--- src/inc/cs_reset_pkg.sv ---
// Constants and carriers for the chip-select reset configuration block.
// Assumes a single system clock domain and an active-low system reset.
package cs_reset_pkg;

  // Number of general chip selects.
  localparam int unsigned NUM_CS = 11;

  // Block size encodings (3 bits).
  localparam logic [2:0] BLK_2K = 3'h0;
  localparam logic [2:0] BLK_1M = 3'h7;

  // Byte-lane encodings.
  localparam logic [1:0] BYTE_OFF  = 2'h0;
  localparam logic [1:0] BYTE_LOW  = 2'h1;
  localparam logic [1:0] BYTE_UP   = 2'h2;
  localparam logic [1:0] BYTE_BOTH = 2'h3;

  // Read/write encodings.
  localparam logic [1:0] RW_RSVD = 2'h0;
  localparam logic [1:0] RW_RD   = 2'h1;
  localparam logic [1:0] RW_WR   = 2'h2;
  localparam logic [1:0] RW_BOTH = 2'h3;

  // Space encodings.
  localparam logic [1:0] SPC_CPU  = 2'h0;
  localparam logic [1:0] SPC_USER = 2'h1;
  localparam logic [1:0] SPC_SUP  = 2'h2;
  localparam logic [1:0] SPC_SU   = 2'h3;

  // Wait-state encodings.
  localparam logic [3:0] WAIT_0  = 4'h0;
  localparam logic [3:0] WAIT_13 = 4'hD;
  localparam logic [3:0] WAIT_EXT = 4'hF;

  // Base address reset value (address bits 23:11).
  localparam logic [12:0] BASE_RST = 13'h0000;

  // First fetch address after reset.
  localparam logic [23:0] VEC_ADDR = 24'h00_0000;

  // Base register image.
  typedef struct packed {
    logic [12:0] baseAddr;
    logic [2:0]  blkSize;
  } base_reg_t;

  // Option register image.
  typedef struct packed {
    logic       syncMode;
    logic [1:0] byteLane;
    logic [1:0] readWrite;
    logic       strobeDs;
    logic [3:0] sizeAck;
    logic [1:0] space;
    logic [2:0] irqLevelMatch;
    logic       autoVectorReq;
  } option_reg_t;

  // One bus access as seen by the compare logic.
  typedef struct packed {
    logic [23:0] addr;
    logic [2:0]  funcCode;
    logic        read;
    logic [1:0]  lanes;
    logic        addrStrobe;
    logic        dataStrobe;
  } bus_access_t;

  localparam base_reg_t GEN_BASE_RST = '{BASE_RST, BLK_2K};
  localparam base_reg_t BOOT_BASE_RST = '{BASE_RST, BLK_1M};
  localparam option_reg_t GEN_OPT_RST =
    '{1'b0, BYTE_OFF, RW_RSVD, 1'b0, WAIT_0, SPC_CPU, 3'h0, 1'b0};
  localparam option_reg_t BOOT_OPT_RST =
    '{1'b0, BYTE_BOTH, RW_BOTH, 1'b0, WAIT_13, SPC_SU, 3'h0, 1'b0};

endpackage

--- src/rtl/chip_select_reset_config.sv ---
// Chip-select configuration with reset-time strapping and output decode.
// Assumes the data bus straps are pins and software loads via ports.
`timescale 1ns/1ps
module chip_select_reset_config
  import cs_reset_pkg::*;
#(
  parameter int unsigned NUM_SEL = NUM_CS
)
(
  input  wire logic                 core_clk,
  input  wire logic                 rstn,
  input  wire logic [7:0]           dataStrap,
  input  wire logic                 cfgWrite,
  input  wire logic [3:0]           cfgIndex,
  input  wire logic                 cfgIsBase,
  input  wire base_reg_t            cfgBase,
  input  wire option_reg_t          cfgOpt,
  input  wire logic [1:0]           cfgPinFunc,
  input  wire bus_access_t          busAcc,
  output logic [NUM_SEL-1:0]        selectOut_n,
  output logic                      bootSelect_n,
  output logic [2*NUM_SEL-1:0]      pinFunc,
  output logic [1:0]                bootPinFunc,
  output option_reg_t               bootOptView,
  output base_reg_t                 bootBaseView,
  output logic [23:0]               firstFetchAddr
);

  ////////////////////////////////////////////////////////////////////////
  // Index decode shared by the register and pin-field writes.

  // True when a write index names one of the general selects.
  function automatic logic is_gen_index(input logic [3:0] idx);
    return idx < 4'(NUM_SEL);
  endfunction

  // True when a write index names the boot select, one past the last.
  function automatic logic is_boot_index(input logic [3:0] idx);
    return idx == 4'(NUM_SEL);
  endfunction

  // Data line that straps select n. There are more selects than strap
  // lines, so lines 1..7 are reused in turn and line 0 stays for boot.
  function automatic int strap_line(input int n);
    return 1 + (n % 7);
  endfunction

  ////////////////////////////////////////////////////////////////////////
  // Strap synchronisers.
  logic [7:0] strapMeta_ff;
  logic [7:0] strapSync_ff;

  // Two flops before any logic sees the external data lines.
  always_ff @(posedge core_clk or negedge rstn) begin
    if (!rstn) begin
      strapMeta_ff <= 8'hff;
      strapSync_ff <= 8'hff;
    end else begin
      strapMeta_ff <= dataStrap;
      strapSync_ff <= strapMeta_ff;
    end
  end

  ////////////////////////////////////////////////////////////////////////
  // Pin-function fields.
  logic [2*NUM_SEL-1:0] pinFunc_ff;
  logic [1:0]           bootPinFunc_ff;
  logic [2:0]           strapHold_ff;

  // Capture window: the synchroniser needs two edges after release,
  // so the latch stays open for three cycles, then holds.
  always_ff @(posedge core_clk or negedge rstn) begin
    if (!rstn) begin
      strapHold_ff <= 3'h0;
    end else if (strapHold_ff != 3'h7) begin
      strapHold_ff <= {strapHold_ff[1:0], 1'b1};
    end
  end

  // General pin-function fields.
  always_ff @(posedge core_clk or negedge rstn) begin
    if (!rstn) begin
      for (int i = 0; i < NUM_SEL; i++) begin
        pinFunc_ff[2*i]   <= 1'b1;
        pinFunc_ff[2*i+1] <= 1'b1;
      end
    end else if (!strapHold_ff[2]) begin
      for (int i = 0; i < NUM_SEL; i++) begin
        pinFunc_ff[2*i]   <= 1'b1;
        pinFunc_ff[2*i+1] <= strapSync_ff[strap_line(i)];
      end
    end else if (cfgWrite && !cfgIsBase && is_gen_index(cfgIndex)) begin
      pinFunc_ff[2*cfgIndex +: 2] <= cfgPinFunc;
    end
  end

  // Boot pin-function field.
  always_ff @(posedge core_clk or negedge rstn) begin
    if (!rstn) begin
      bootPinFunc_ff <= 2'h3;
    end else if (!strapHold_ff[2]) begin
      bootPinFunc_ff <= {1'b1, strapSync_ff[0]};
    end else if (cfgWrite && !cfgIsBase && is_boot_index(cfgIndex)) begin
      bootPinFunc_ff <= cfgPinFunc;
    end
  end

  ////////////////////////////////////////////////////////////////////////
  // Base and option registers.
  base_reg_t   baseReg_ff [NUM_SEL];
  option_reg_t optReg_ff  [NUM_SEL];
  base_reg_t   bootBase_ff;
  option_reg_t bootOpt_ff;

  // General registers; software writes pick the pair by index.
  always_ff @(posedge core_clk or negedge rstn) begin
    if (!rstn) begin
      for (int i = 0; i < NUM_SEL; i++) begin
        baseReg_ff[i] <= GEN_BASE_RST;
        optReg_ff[i]  <= GEN_OPT_RST;
      end
    end else if (cfgWrite && is_gen_index(cfgIndex)) begin
      if (cfgIsBase) begin
        baseReg_ff[cfgIndex] <= cfgBase;
      end else begin
        optReg_ff[cfgIndex] <= cfgOpt;
      end
    end
  end

  // Boot registers at index NUM_SEL.
  always_ff @(posedge core_clk or negedge rstn) begin
    if (!rstn) begin
      bootBase_ff <= BOOT_BASE_RST;
      bootOpt_ff  <= BOOT_OPT_RST;
    end else if (cfgWrite && is_boot_index(cfgIndex)) begin
      if (cfgIsBase) begin
        bootBase_ff <= cfgBase;
      end else begin
        bootOpt_ff <= cfgOpt;
      end
    end
  end

  ////////////////////////////////////////////////////////////////////////
  // Select decode.
  logic [NUM_SEL-1:0] genHit;
  logic               bootHit;

  // A pin drives its select only when its field picks a select role.
  for (genvar g = 0; g < NUM_SEL; g++) begin : g_sel
    cs_match u_match (
      .baseReg (baseReg_ff[g]),
      .optReg  (optReg_ff[g]),
      .port16  (pinFunc_ff[2*g]),
      .acc     (busAcc),
      .hit     (genHit[g])
    );
  end

  cs_match u_boot (
    .baseReg (bootBase_ff),
    .optReg  (bootOpt_ff),
    .port16  (bootPinFunc_ff[0]),
    .acc     (busAcc),
    .hit     (bootHit)
  );

  // Outputs are registered; this adds one cycle after the strobe, the
  // price of glitch-free selects. Synchronous mode is not modelled.
  always_ff @(posedge core_clk or negedge rstn) begin
    if (!rstn) begin
      selectOut_n  <= '1;
      bootSelect_n <= 1'b1;
    end else begin
      for (int i = 0; i < NUM_SEL; i++) begin
        selectOut_n[i] <= ~(genHit[i] & pinFunc_ff[2*i+1]);
      end
      bootSelect_n <= ~(bootHit & bootPinFunc_ff[1]);
    end
  end

  assign pinFunc        = pinFunc_ff;
  assign bootPinFunc    = bootPinFunc_ff;
  assign bootOptView    = bootOpt_ff;
  assign bootBaseView   = bootBase_ff;
  // Reset fetch address for the core's vector fetch.
  assign firstFetchAddr = VEC_ADDR;

endmodule

--- src/rtl/cs_match.sv ---
// Address and attribute compare for one chip select.
// Assumes registers and the bus access are on the system clock.
`timescale 1ns/1ps
module cs_match
  import cs_reset_pkg::*;
(
  input  wire base_reg_t   baseReg,
  input  wire option_reg_t optReg,
  input  wire logic        port16,
  input  wire bus_access_t acc,
  output logic             hit
);

  logic [12:0] mask;
  logic        spaceOk;
  logic        rwOk;
  logic        laneOk;
  logic        strobeOk;
  logic        lvlOk;

  // Block size widens the ignored low address bits by one per step.
  always_comb begin
    mask = 13'h1fff << baseReg.blkSize;
  end

  // Space compare; user and supervisor from function code bit 2.
  always_comb begin
    case (optReg.space)
      SPC_CPU:  spaceOk = (acc.funcCode == 3'h7);
      SPC_USER: spaceOk = ~acc.funcCode[2] & (acc.funcCode != 3'h0);
      SPC_SUP:  spaceOk = acc.funcCode[2] & (acc.funcCode != 3'h7);
      default:  spaceOk = (acc.funcCode != 3'h7) & (acc.funcCode != 3'h0);
    endcase
  end

  // Interrupt level only checked in CPU space; zero matches any.
  assign lvlOk = (optReg.space != SPC_CPU) ||
                 (optReg.irqLevelMatch == 3'h0) ||
                 (optReg.irqLevelMatch == acc.addr[3:1]);
  assign rwOk  = acc.read ? optReg.readWrite[0] : optReg.readWrite[1];
  // An 8-bit port takes any nonzero lane field; 16-bit checks lanes.
  assign laneOk = port16 ? |(optReg.byteLane & acc.lanes)
                         : (optReg.byteLane != BYTE_OFF);
  // Asynchronous assertion follows the chosen strobe.
  assign strobeOk = optReg.strobeDs ? acc.dataStrobe : acc.addrStrobe;

  assign hit = ((acc.addr[23:11] & mask) == (baseReg.baseAddr & mask)) &&
               spaceOk && lvlOk && rwOk && laneOk && strobeOk;

endmodule

--- config.mk ---
export PLATFORM = sky130hd
export DESIGN_NAME = chip_select_reset_config
export DESIGN_NICKNAME = d
export VERILOG_FILES = /design/src/inc/cs_reset_pkg.sv /design/src/rtl/chip_select_reset_config.sv /design/src/rtl/cs_match.sv
export SDC_FILE = /design/constraint.sdc
export NUM_CORES = 1
export LEC_CHECK = 0
export BUFFER_PORTS_ARGS = -buffer_cell sky130_fd_sc_hd__buf_2
export CORE_MARGIN = 2
export CORE_UTILIZATION = 40
export DETAILED_ROUTE_END_ITERATION = 8
export PLACE_DENSITY = 0.54
export SLEW_MARGIN = 20
export SYNTH_ARGS = -nofsm -noshare
export SYNTH_HDL_FRONTEND = slang
export SYNTH_SLANG_ARGS = --single-unit
--- constraint.sdc ---
create_clock -name core_clk -period 1.71 [get_ports core_clk]
set_input_delay 0 -clock core_clk [delete_from_list [all_inputs] [get_ports core_clk]]
set_output_delay 0 -clock core_clk [all_outputs]
set_load 0.02 [all_outputs]
==> results.md, run 1 <==
* Status: finished with violations
* Failing checks: setup timing
* Ys Warns at 0
* Final Power at 26,700 uW
* Largest net degree at the start of global routing at between 100 and 150
* Clock Path Buffers at 3
* Clock sink count at 373
* Total Nets Final at 1,901
* Number of routed nets with antenna violations at 0
* Initial DRC count at 986
* Sequential-to-total area share from yosys stat at 51.5%
* F_max at 0.565 GHz
* RD Place Congestion at 0.878
* Worst setup margin at -0.0614 ns
* Share of cells above drive strength 1 at 45.7%
* Most common cell after layout, fill and taps aside: mux2_2
* Tightest Pin Transition at 0.998 ns
* LEAKAGE at 0.0104 uW
* Synth top area cells: dfrtp_1 42%, mux2_2 20%, dfstp_2 9.2%
* Via count at 13,000
* Comb power frac at 21.3%
* DR WL met2 at 26.4 mm
* VDD IR max at 597 uV
* Post-synthesis cell count at 1,489
* Via density at 5.31
* Final count of hold timing violations at 0
* Initial antenna violation count at 2
* Sw power at 7810 uW
* Sequential power share at approximately 43%
* Initial Util at 40.4%
* Top Layer Used: met5
* First-pass GRT wire length at 85.7 mm
* I/O Buffers at 141
* Vias in the first global route at 13,000
* Slew Viols, Final at 0
* Ys async rst share at 100%
* Post-synthesis compound-gate area fraction at just under 7%
* DR WL/cell at 23.8 um
* Pwr Density at 1150 mW/mm^2
* DRC Markers at 0
* Largest family of logic cells by synthesized area: multiplexers
* Hold Crit Class: input pin to flop
* Max Clock Skew at 0.0225 ns
* Clk pwr share at 35.3%
* Cell internal pwr at 18,900 uW
* Library cells used by synthesis at 68
* Max-cap violations at 0
* Final setup viols at 3
* Fin crit share at 104%
* Synth Flop Type: dfrtp_1
* Remaining Overflow, GRT at 0
* Post-Syn Area at roughly 0.018 sq mm
* Synth Area in XOR/XNOR at 9.01%
* # rows at 78
* Die ar. at 0.0474 sq mm
* Critical-path cell list: xor2_1, nor4_2, nand4_1, nor3_2, buf_4, o2111ai_1
* Area growth syn-to-layout at 27.3%
* Wl on met1 at 26.9 mm
* CP startpoint kind: flop
* Skew-Pair Late Insertion Delay at 0.58 ns
* Met3 wire len at 3.21 mm
* Post-synthesis simple-gate area fraction at ~6.8%
* Post-synthesis adder-cell area fraction at 0.397%
* Clock root buffer: clkbuf_16
* Worst path arrival time at 2.23 ns
* CP delay by family, top: simple AND/OR/NAND/NOR gates
* Post-layout min period at 1.77 ns
* Global Route Usage Sum at 24.7%
* CP max stage delay at 0.39 ns
* Die Y at 218 um
* Post-synth EDFFs at 0
* Placed Cells incl. Taps at about 2,300
* Die Wd at between 200 and 250 um
* Fin cells at 2,448
* Max-slew headroom at 33.5%
* Syn avg cell area at 12.3 sq um
* CP max stage cell: dfrtp_1
* Sw frac at 29.3%
* Total CTS buffers at 43
* Worst hold slack at 0.0152 ns
* DRT Pass-1 Iters at 5
* Core area at approximately 0.045 sq mm
* Yosys top cell area share at 42.3%
* Yosys reg bits at 373
* Total wire length at 58.2 mm
* Most frequent cells in the layout: 317 x mux2_2, 308 x dfrtp_1, 149 x buf_4
* Mux cell area share after synthesis at a little over a fifth
* Post-DP HPWL at 42.3 mm
* Reg clk slew, reported paths at 0.06 ns
* CTS H-tree lvls at 2
* Worst Path Buf+Inv at 1
* CTS tree: built
* RSZ-0062 raised after global routing: yes
* Setup crit end kind: flop
* Largest area contributor in the netlist: dfrtp_1
* CP Data Required Time at 2.17 ns
* Peak fanout along the critical path at 2
* Setup CP Type: flop to flop
* # IOs at 174
-- metal layers --
metal	vias to the layer above	global-route usage, %
li1	5908	-
met1	6653	35.4
met2	338	38.0
met3	95	4.49
met4	2	7.66
met5	-	0
-- cells in the mapped netlist (3+ instances only) --
library cell and instances:
nand2b_1 8, xor2_1 68, a211oi_1 7, a2111o_1 3
nor2_2 9, clkbuf_1 39, nor2_1 38, inv_1 25
nor4_1 19, mux2_2 318, nand2_1 48, mux2i_1 30
or3b_1 3, nand2_2 3, or4_1 5, dfrtp_1 309
o211ai_1 16, nor3_1 24, o21ai_0 56, buf_4 44
o31ai_1 10, a31oi_1 14, and3_1 7, nor2b_1 6
dfstp_2 64, xnor2_1 120, a2111oi_0 5, a222oi_1 3
o311ai_0 3, ha_1 5, o2111ai_1 10, buf_2 33
a21oi_1 51, nand3_1 28, nand4_1 17
-- worst paths after layout --
path / startpoint / to / slack (ns) / depth (start not counted)
max in group asynchronous: rstn / baseReg_ff[55] / 0.54 / 3
worst max register to register: baseReg_ff[61] / selectOut_n[7] / -0.06 / 6
worst min register to register: strapHold_ff[0] / strapHold_ff[1] / 0.35 / 0
worst min-delay path: cfgBase[6] / baseReg_ff[102] / 0.02 / 2
min in group asynchronous: rstn / baseReg_ff[0] / 0.03 / 3
worst max-delay path: baseReg_ff[61] / selectOut_n[7] / -0.06 / 6
-- metrics by stage --
step | area, sq um | setup slack, ns | TNS [ns] | utilization (%)
after global routing | 23300 | -0.0889 | -0.360 | 51.4
after floorplan | 18400 | 0.00123 | 0 | -
after CTS | 23100 | -0.0537 | -0.112 | 51.0
after global placement | 21000 | -0.282 | -2.53 | 46.4
final | 23300 | -0.0614 | -0.0845 | 51.4
after detailed placement | 21000 | -0.235 | -4.18 | 46.4
-- kinds of logic (layout without fill, tap and decap cells) --
logic type / Yosys count / after routing
DFF: 373 / 373
muxes: 350 / 350
and+or+nand+nor: 232 / 232
AOI/OAI and AO/OA: 195 / 195
xor gates and xnor gates: 188 / 188
buffers and inverters: 143 / 478
adders and majority gates: 6 / 6
other: 2 / 26
-- power groups by stage --
stage / sequential [uW] / combinational (uW) / clock (uW)
after floorplan: 11600 / 3120 / 0
after global placement: 11600 / 5310 / 0
after detailed placement: 11700 / 5380 / 0
after CTS: 11600 / 5610 / 9560
after global routing: 11800 / 6130 / 9980
final: 11600 / 5690 / 9410
-- area by class of cell --
class	instances	area, sq um
timing repair buffer	375	3040
tap	600	751
clock inverter	10	128
antenna	1	2.50
inverter	25	93.8
fill	4026	22000
sequential	373	9420
multi-input combinational	996	8540
clock buffer	68	1300
-- timing repair --
action | CTS | global route
endpoints found under the hold margin | 595 | 0
hold buffers | 48 | 0
buffers inserted | 2 | 1
pin swaps | 22 | 21
resized for setup | 31 | 37
setup endpoints to repair | 10 | 27
-- state kept, by name (all words and copies together), names as in the netlist --
| signal | count |
|---|---|
| strapHold_ff | 3 |
| strapMeta_ff | 8 |
| selectOut_n | 11 |
| pinFunc | 22 |
| strapSync_ff | 8 |
| bootPinFunc | 2 |
| bootSelect_n | 1 |
| bootBaseView | 16 |
| optReg_ff | 110 |
| baseReg_ff | 176 |
| bootOptView | 16 |
(Power assumes the default switching activity.)
==> run 2, diff against run 1 <==
- CTS_BUF_LIST: not set -> sky130_fd_sc_hd__clkbuf_4 sky130_fd_sc_hd__clkbuf_8
==> run 2 against run 1 <==
The run still ends with setup timing left. Combinational power about the same. Critical path depth shrank 1. Fmax grew 0.39%. Non-clock buffer count grew 12.
==> results.md, run 2 (synthesis gave the netlist of run 1 again) <==
* Status: finished with violations
* Failing checks: setup timing
* DRC Markers at 0 (unchanged)
* Initial DRC count at 1,000 (+1.4%)
* Final instance area at 0.0234 sq mm (+0.41%)
* DP Area at 0.0210 sq mm (unchanged)
* CP max stage cell: or4_1
* # rows at 78 (unchanged)
* FF-to-FF End: selectOut_n[4]
* Final Power at 26,300 uW (-1.4%)
* Worst setup margin at -0.0544 ns (+0.00693 ns)
* LEAKAGE at 0.0105 uW (+1.2%)
* CP Data Required Time at 2.23 ns (+0.06 ns)
* Worst hold slack at 0.0371 ns (+0.0219 ns)
* Tightest Pin Transition at 0.905 ns (-0.0930 ns)
* Post-DP HPWL at 42.3 mm (unchanged)
* Die ar. at 0.0474 sq mm (unchanged)
* Global Route Usage Sum at 24.9% (+0.23 points)
* RD Place Congestion at 0.878 (unchanged)
* Die Y at 218 um (unchanged)
* Multi-input combinational cell area at 0.00850 sq mm (-0.53%)
* Worst Setup SP: pinFunc[8]
* Max-cap violations at 0 (unchanged)
* Hold Path Origin: busAcc[26]
* First-pass GRT wire length at 86.5 mm (+0.93%)
* Total Nets Final at 1,937 (+1.9%)
* Most common cell after layout, fill and taps aside: mux2_2
* Hold Crit Class: input pin to flop
* Largest net degree at the start of global routing at 104 (unchanged)
* CP Capture Point: selectOut_n[4]
* Worst R2R Setup Slack at -0.05 ns (about the same)
* Setup crit end kind: flop
* DRT Pass-1 Iters at 5 (unchanged)
* Slew Viols, Final at 0 (unchanged)
* Clock root buffer: clkbuf_8
* Initial antenna violation count at 3 (+1)
* Initial Util at 40.4% (unchanged)
* Via density at 5.26 (-1.0%)
* Share of cells above drive strength 1 at 47.1% (+1.4 points)
* Fin crit share at 103% (-0.41 points)
* Max Clock Skew at 0.0190 ns (-0.00349 ns)
* Peak fanout along the critical path at 3 (+1)
* Skew-Pair Late Insertion Delay at 0.62 ns (+0.04 ns)
* R2R Path Start: pinFunc[8]
* Remaining Overflow, GRT at 0 (unchanged)
* Pwr Density at 1130 mW/mm^2 (-1.8%)
* Setup CP Type: flop to flop
* Largest register FFs at 176 (unchanged)
* Largest reg by FF count: baseReg_ff
* Reg clk slew, reported paths at 0.06 ns (about the same)
* Total CTS buffers at 67 (+56%)
* Clock sink count at 373 (unchanged)
* Post-layout min period at 1.76 ns (-0.00693 ns)
* CTS H-tree lvls at 3 (+1)
* I/O Buffers at 141 (unchanged)
* DR WL/cell at 23.4 um (-1.8%)
* CP startpoint kind: flop
* Total wire length at 58.5 mm (+0.46%)
* # IOs at 174 (unchanged)
* VDD IR max at 526 uV (-12%)
* RSZ-0062 raised after global routing: yes
* F_max at 0.567 GHz (+0.39%)
* Via count at 13,200 (+1.3%)
* Final setup viols at 2 (-1)
* Max-slew headroom at 39.7% (+6.2 points)
* CP max stage delay at 0.59 ns (+0.20 ns)
* Final count of hold timing violations at 0 (unchanged)
* Most frequent cells in the layout: 317 x mux2_2, 308 x dfrtp_1, 149 x buf_4
* Clock Path Buffers at 3 (unchanged)
* Core area at 0.0453 sq mm (unchanged)
* Die Wd at 218 um (unchanged)
* Fill count at 4,051 (+0.62%)
* CTS tree: built
* Critical-path cell list: inv_2, o21ai_0, a21oi_1, o211ai_1, or4_1
* Number of routed nets with antenna violations at 0 (unchanged)
* Register area at 0.00942 sq mm (unchanged)
* Worst reg-to-reg path cell count at 5 (-1)
* Worst path arrival time at 2.28 ns (+0.05 ns)
* Vias in the first global route at 13,200 (+1.8%)
* Area growth syn-to-layout at 27.9%
==> run 2: area by class of cell <==
class                   count  share of cell area [%]
diodes                      2                  0.0214
clock buffers             113                    5.77
clock inverters             8                   0.418
inverters                  25                   0.402
multi-input cells         996                    36.4
flip-flops and latches    373                    40.3
well taps                 600                    3.21
repair buffers            387                    13.5
==> run 2: worst max-delay path, delay by kind of cell, from the launching register on <==
kind	cells	cell delay [ns]
compound gates	3	0.65
flops	1	0.37
buf+inv	1	0.07
simple gates	1	0.59
==> run 2: power breakdown <==
| group | total, uW | switching [uW] | internal [uW] |
|---|---|---|---|
| combinational | 5690 | 2870 | 2830 |
| clock | 9030 | 3780 | 5260 |
| sequential | 11600 | 1200 | 10400 |
| total | 26300 | 7840 | 18500 |
==> run 2: how the worst min path moves through the flow <==
stage	endpoint	slack (ns)	cells after the start
after floorplan	baseReg_ff[0]	-0.30	0
after global placement	baseReg_ff[17]	-0.14	1
after detailed placement	baseReg_ff[55]	-0.14	1
after CTS	pinFunc[21]	0.00007	6
after global routing	strapMeta_ff[0]	0.02	2
final	selectOut_n[0]	0.04	5
==> run 2: through the flow <==
step	TNS, ns	setup WS [ns]	cells	util (%)
after floorplan	0	0.00123	1512	-
after global placement	-2.53	-0.282	2320	46.4
after detailed placement	-4.18	-0.235	2320	46.4
after CTS	-0.0694	-0.0263	2501	51.3
after global routing	-0.316	-0.0928	2502	51.6
final	-0.0954	-0.0544	2504	51.6
==> run 2: timing repair <==
item | in CTS | in global routing
hold endpoints to repair | 712 | 0
hold buffers | 60 | 0
resized for setup | 32 | 27
pin swaps | 22 | 23
setup buffers | 1 | 2
endpoints found under the setup margin | 10 | 24
cloned | 0 | 0
==> run 2: metal layers <==
metal / global-route usage, % / up-vias / part of all wire, %
li1: - / 5980 / -
met1: 35.3 / 6714 / 46
met2: 38.4 / 359 / 46
met3: 4.48 / 106 / 5.2
met4: 8.62 / 2 / 2.8
met5: 0 / - / 0.022
==> run 3, diff against run 2 <==
- CTS_BUF_LIST: sky130_fd_sc_hd__clkbuf_4 sky130_fd_sc_hd__clkbuf_8 -> sky130_fd_sc_hd__clkbuf_2 sky130_fd_sc_hd__clkbuf_4 sky130_fd_sc_hd__clkbuf_8
- PLACE_DENSITY: 0.54 -> 0.68
==> run 3 against run 2 <==
The flow still finishes with violations (setup timing). Global-route usage fell by 1.2 points. Cell area shrank 1.5%. Worst setup slack gained 0.030 ns. Sequential cell count did not move. Sequential share of layout area rose by 0.62 points. Via count up 0.95%. Largest cell class unchanged.
==> results.md, run 3 (synthesis gave the netlist of run 1 again) <==
* Status: finished with violations
* Failing checks: setup timing
* Crit path depth at 5 (unchanged)
* Hold Crit Class: input pin to asynchronous set/reset pin
* Vias in the first global route at 13,600 (+2.9%)
* Largest reg by FF count: baseReg_ff
* Most frequent cells in the layout: 317 x mux2_2, 308 x dfrtp_1, 141 x buf_4
* Die Wd at 218 um (unchanged)
* Fill count at 3,994 (-1.4%)
* Post-layout min period at 1.73 ns (-0.0304 ns)
* Worst reg-to-reg path cell count at 5 (unchanged)
* I/O Buffers at 141 (unchanged)
* Peak fanout along the critical path at 2 (-1)
* Via count at 13,300 (+0.95%)
* Via density at 5.35 (+1.8%)
* Die Y at 218 um (unchanged)
* LEAKAGE at 0.0103 uW (-1.7%)
* Most common cell after layout, fill and taps aside: mux2_2
* CTS H-tree lvls at 3 (unchanged)
* F_max at 0.577 GHz (+1.8%)
* Worst path arrival time at 2.25 ns (-0.03 ns)
* Worst Path Buf+Inv at 0 (-1)
* CTS tree: built
* R2R Path Start: baseReg_ff[77]
* Largest register FFs at 176 (unchanged)
* Worst R2R Setup Slack at -0.02 ns (+0.03 ns)
* Worst setup margin at -0.0240 ns (+0.0304 ns)
* Final count of hold timing violations at 0 (unchanged)
* Global Route Usage Sum at 23.7% (-1.2 points)
* Total wire length at 55.7 mm (-4.8%)
* Initial antenna violation count at 2 (-1)
* Setup CP Type: flop to flop
* Initial Util at 40.4% (unchanged)
* CP Data Required Time at 2.23 ns (about the same)
* Reg clk slew, reported paths at 0.06 ns (about the same)
* Fin crit share at 101% (-1.8 points)
* Tightest Pin Transition at 0.933 ns (+0.0282 ns)
* DR WL/cell at 22.4 um (-4.0%)
* Die ar. at 0.0474 sq mm (unchanged)
* CP startpoint kind: flop
* Fin cells at 2,483 (-0.84%)
* Slew Viols, Final at 0 (unchanged)
* CP max stage cell: dfrtp_1
* Share of cells above drive strength 1 at 46.0% (-1.1 points)
* Number of routed nets with antenna violations at 0 (unchanged)
* Placed Cells incl. Taps at 2,309 (-0.47%)
* Initial DRC count at 984 (-1.6%)
* # rows at 78 (unchanged)
* Remaining Overflow, GRT at 0 (unchanged)
* Clock root buffer: clkbuf_8
* Critical-path cell list: xor2_1, nor4_2, nand4_1, a2111oi_4, o211ai_1
* # IOs at 174 (unchanged)
* FF-to-FF End: selectOut_n[6]
* Worst hold slack at 0.0369 ns (-0.000205 ns)
* Total CTS buffers at 66 (-1.5%)
* Core area at 0.0453 sq mm (unchanged)
* Skew-Pair Late Insertion Delay at 0.63 ns (about the same)
* Max-cap violations at 0 (unchanged)
* Total Nets Final at 1,919 (-0.93%)
* Clock Path Buffers at 3 (unchanged)
* Area growth syn-to-layout at 25.9%
* Clock sink count at 373 (unchanged)
* Setup crit end kind: flop
* CP delay by family, top: simple AND/OR/NAND/NOR gates
* CP Capture Point: selectOut_n[6]
* Final setup viols at 1 (-1)
* Final setup TNS at -0.0240 ns (+0.0714 ns)
* RD Place Congestion at 0.932 (+6.1%)
* DRT Pass-1 Iters at 5 (unchanged)
* Worst slack, placed at -0.318 ns (-0.0832 ns)
* Worst Setup SP: baseReg_ff[77]
* VDD IR max at 501 uV (-4.7%)
* Pwr Density at 1120 mW/mm^2 (-0.77%)
* Max Clock Skew at 0.0249 ns (+0.00590 ns)
* First-pass GRT wire length at 83.7 mm (-3.2%)
* CP max stage delay at 0.38 ns (-0.21 ns)
* RSZ-0062 raised after global routing: yes
* DRC Markers at 0 (unchanged)
* Largest net degree at the start of global routing at 79 (-24%)
* Max-slew headroom at 37.6% (-2.1 points)
* Post-DP HPWL at 40.4 mm (-4.6%)
[run 3: worst min path at each step]
stage                 start         endpoint  slack (ns)  depth (start not counted)
6_report               rstn       pinFunc[9]        0.04                          2
5_1_grt                rstn   selectOut_n[6]        0.04                          2
4_1_cts        dataStrap[5]  strapMeta_ff[5]      0.0004                          2
3_5_place_dp           rstn   baseReg_ff[66]        -0.1                          1
3_3_place_gp           rstn   baseReg_ff[66]       -0.09                          1
2_1_floorplan          rstn    baseReg_ff[0]       -0.30                          0
[run 3: timing repair]
action	CTS	global route
endpoints found under the setup margin	9	10
gates resized for setup	21	22
endpoints found under the hold margin	723	0
hold buffers	56	0
pin swaps	5	16
gates cloned	0	0
setup buffers	1	0
[run 3: area by class of cell]
type                    instances  area [sq um]  area share [%]
diodes                          1          2.50          0.0109
clock buffers                 108          1310            5.70
clock inverters                10          68.8           0.299
inverters                      25          93.8           0.408
multi-input cells             996          8400            36.5
flip-flops and latches        373          9420            40.9
well taps                     600           751            3.26
repair buffers                370          2970            12.9
[run 3: metal layers]
metal  vias up  part of all wire, %  GRT usage [%]
met1      6836                   45           32.5
met5         -                    0              0
met2       413                   46           37.1
li1       5944                    -              -
met3        93                  5.5           4.23
met4         0                  3.2           9.71
[run 3: metrics by stage]
| stage | utilization, % | total power [uW] | area, sq um |
|---|---|---|---|
| floorplan | - | 14700 | 18400 |
| global placement | 46.1 | 16700 | 20900 |
| detailed placement | 46.1 | 16900 | 20900 |
| CTS | 50.6 | 25800 | 22900 |
| global route | 50.8 | 26900 | 23000 |
| finish | 50.8 | 25700 | 23000 |
[run 3: where the power goes]
part           total [uW]  switching (uW)  internal, uW
registers           11600            1190         10400
clock network        8590            3740          4850
logic                5540            2780          2760
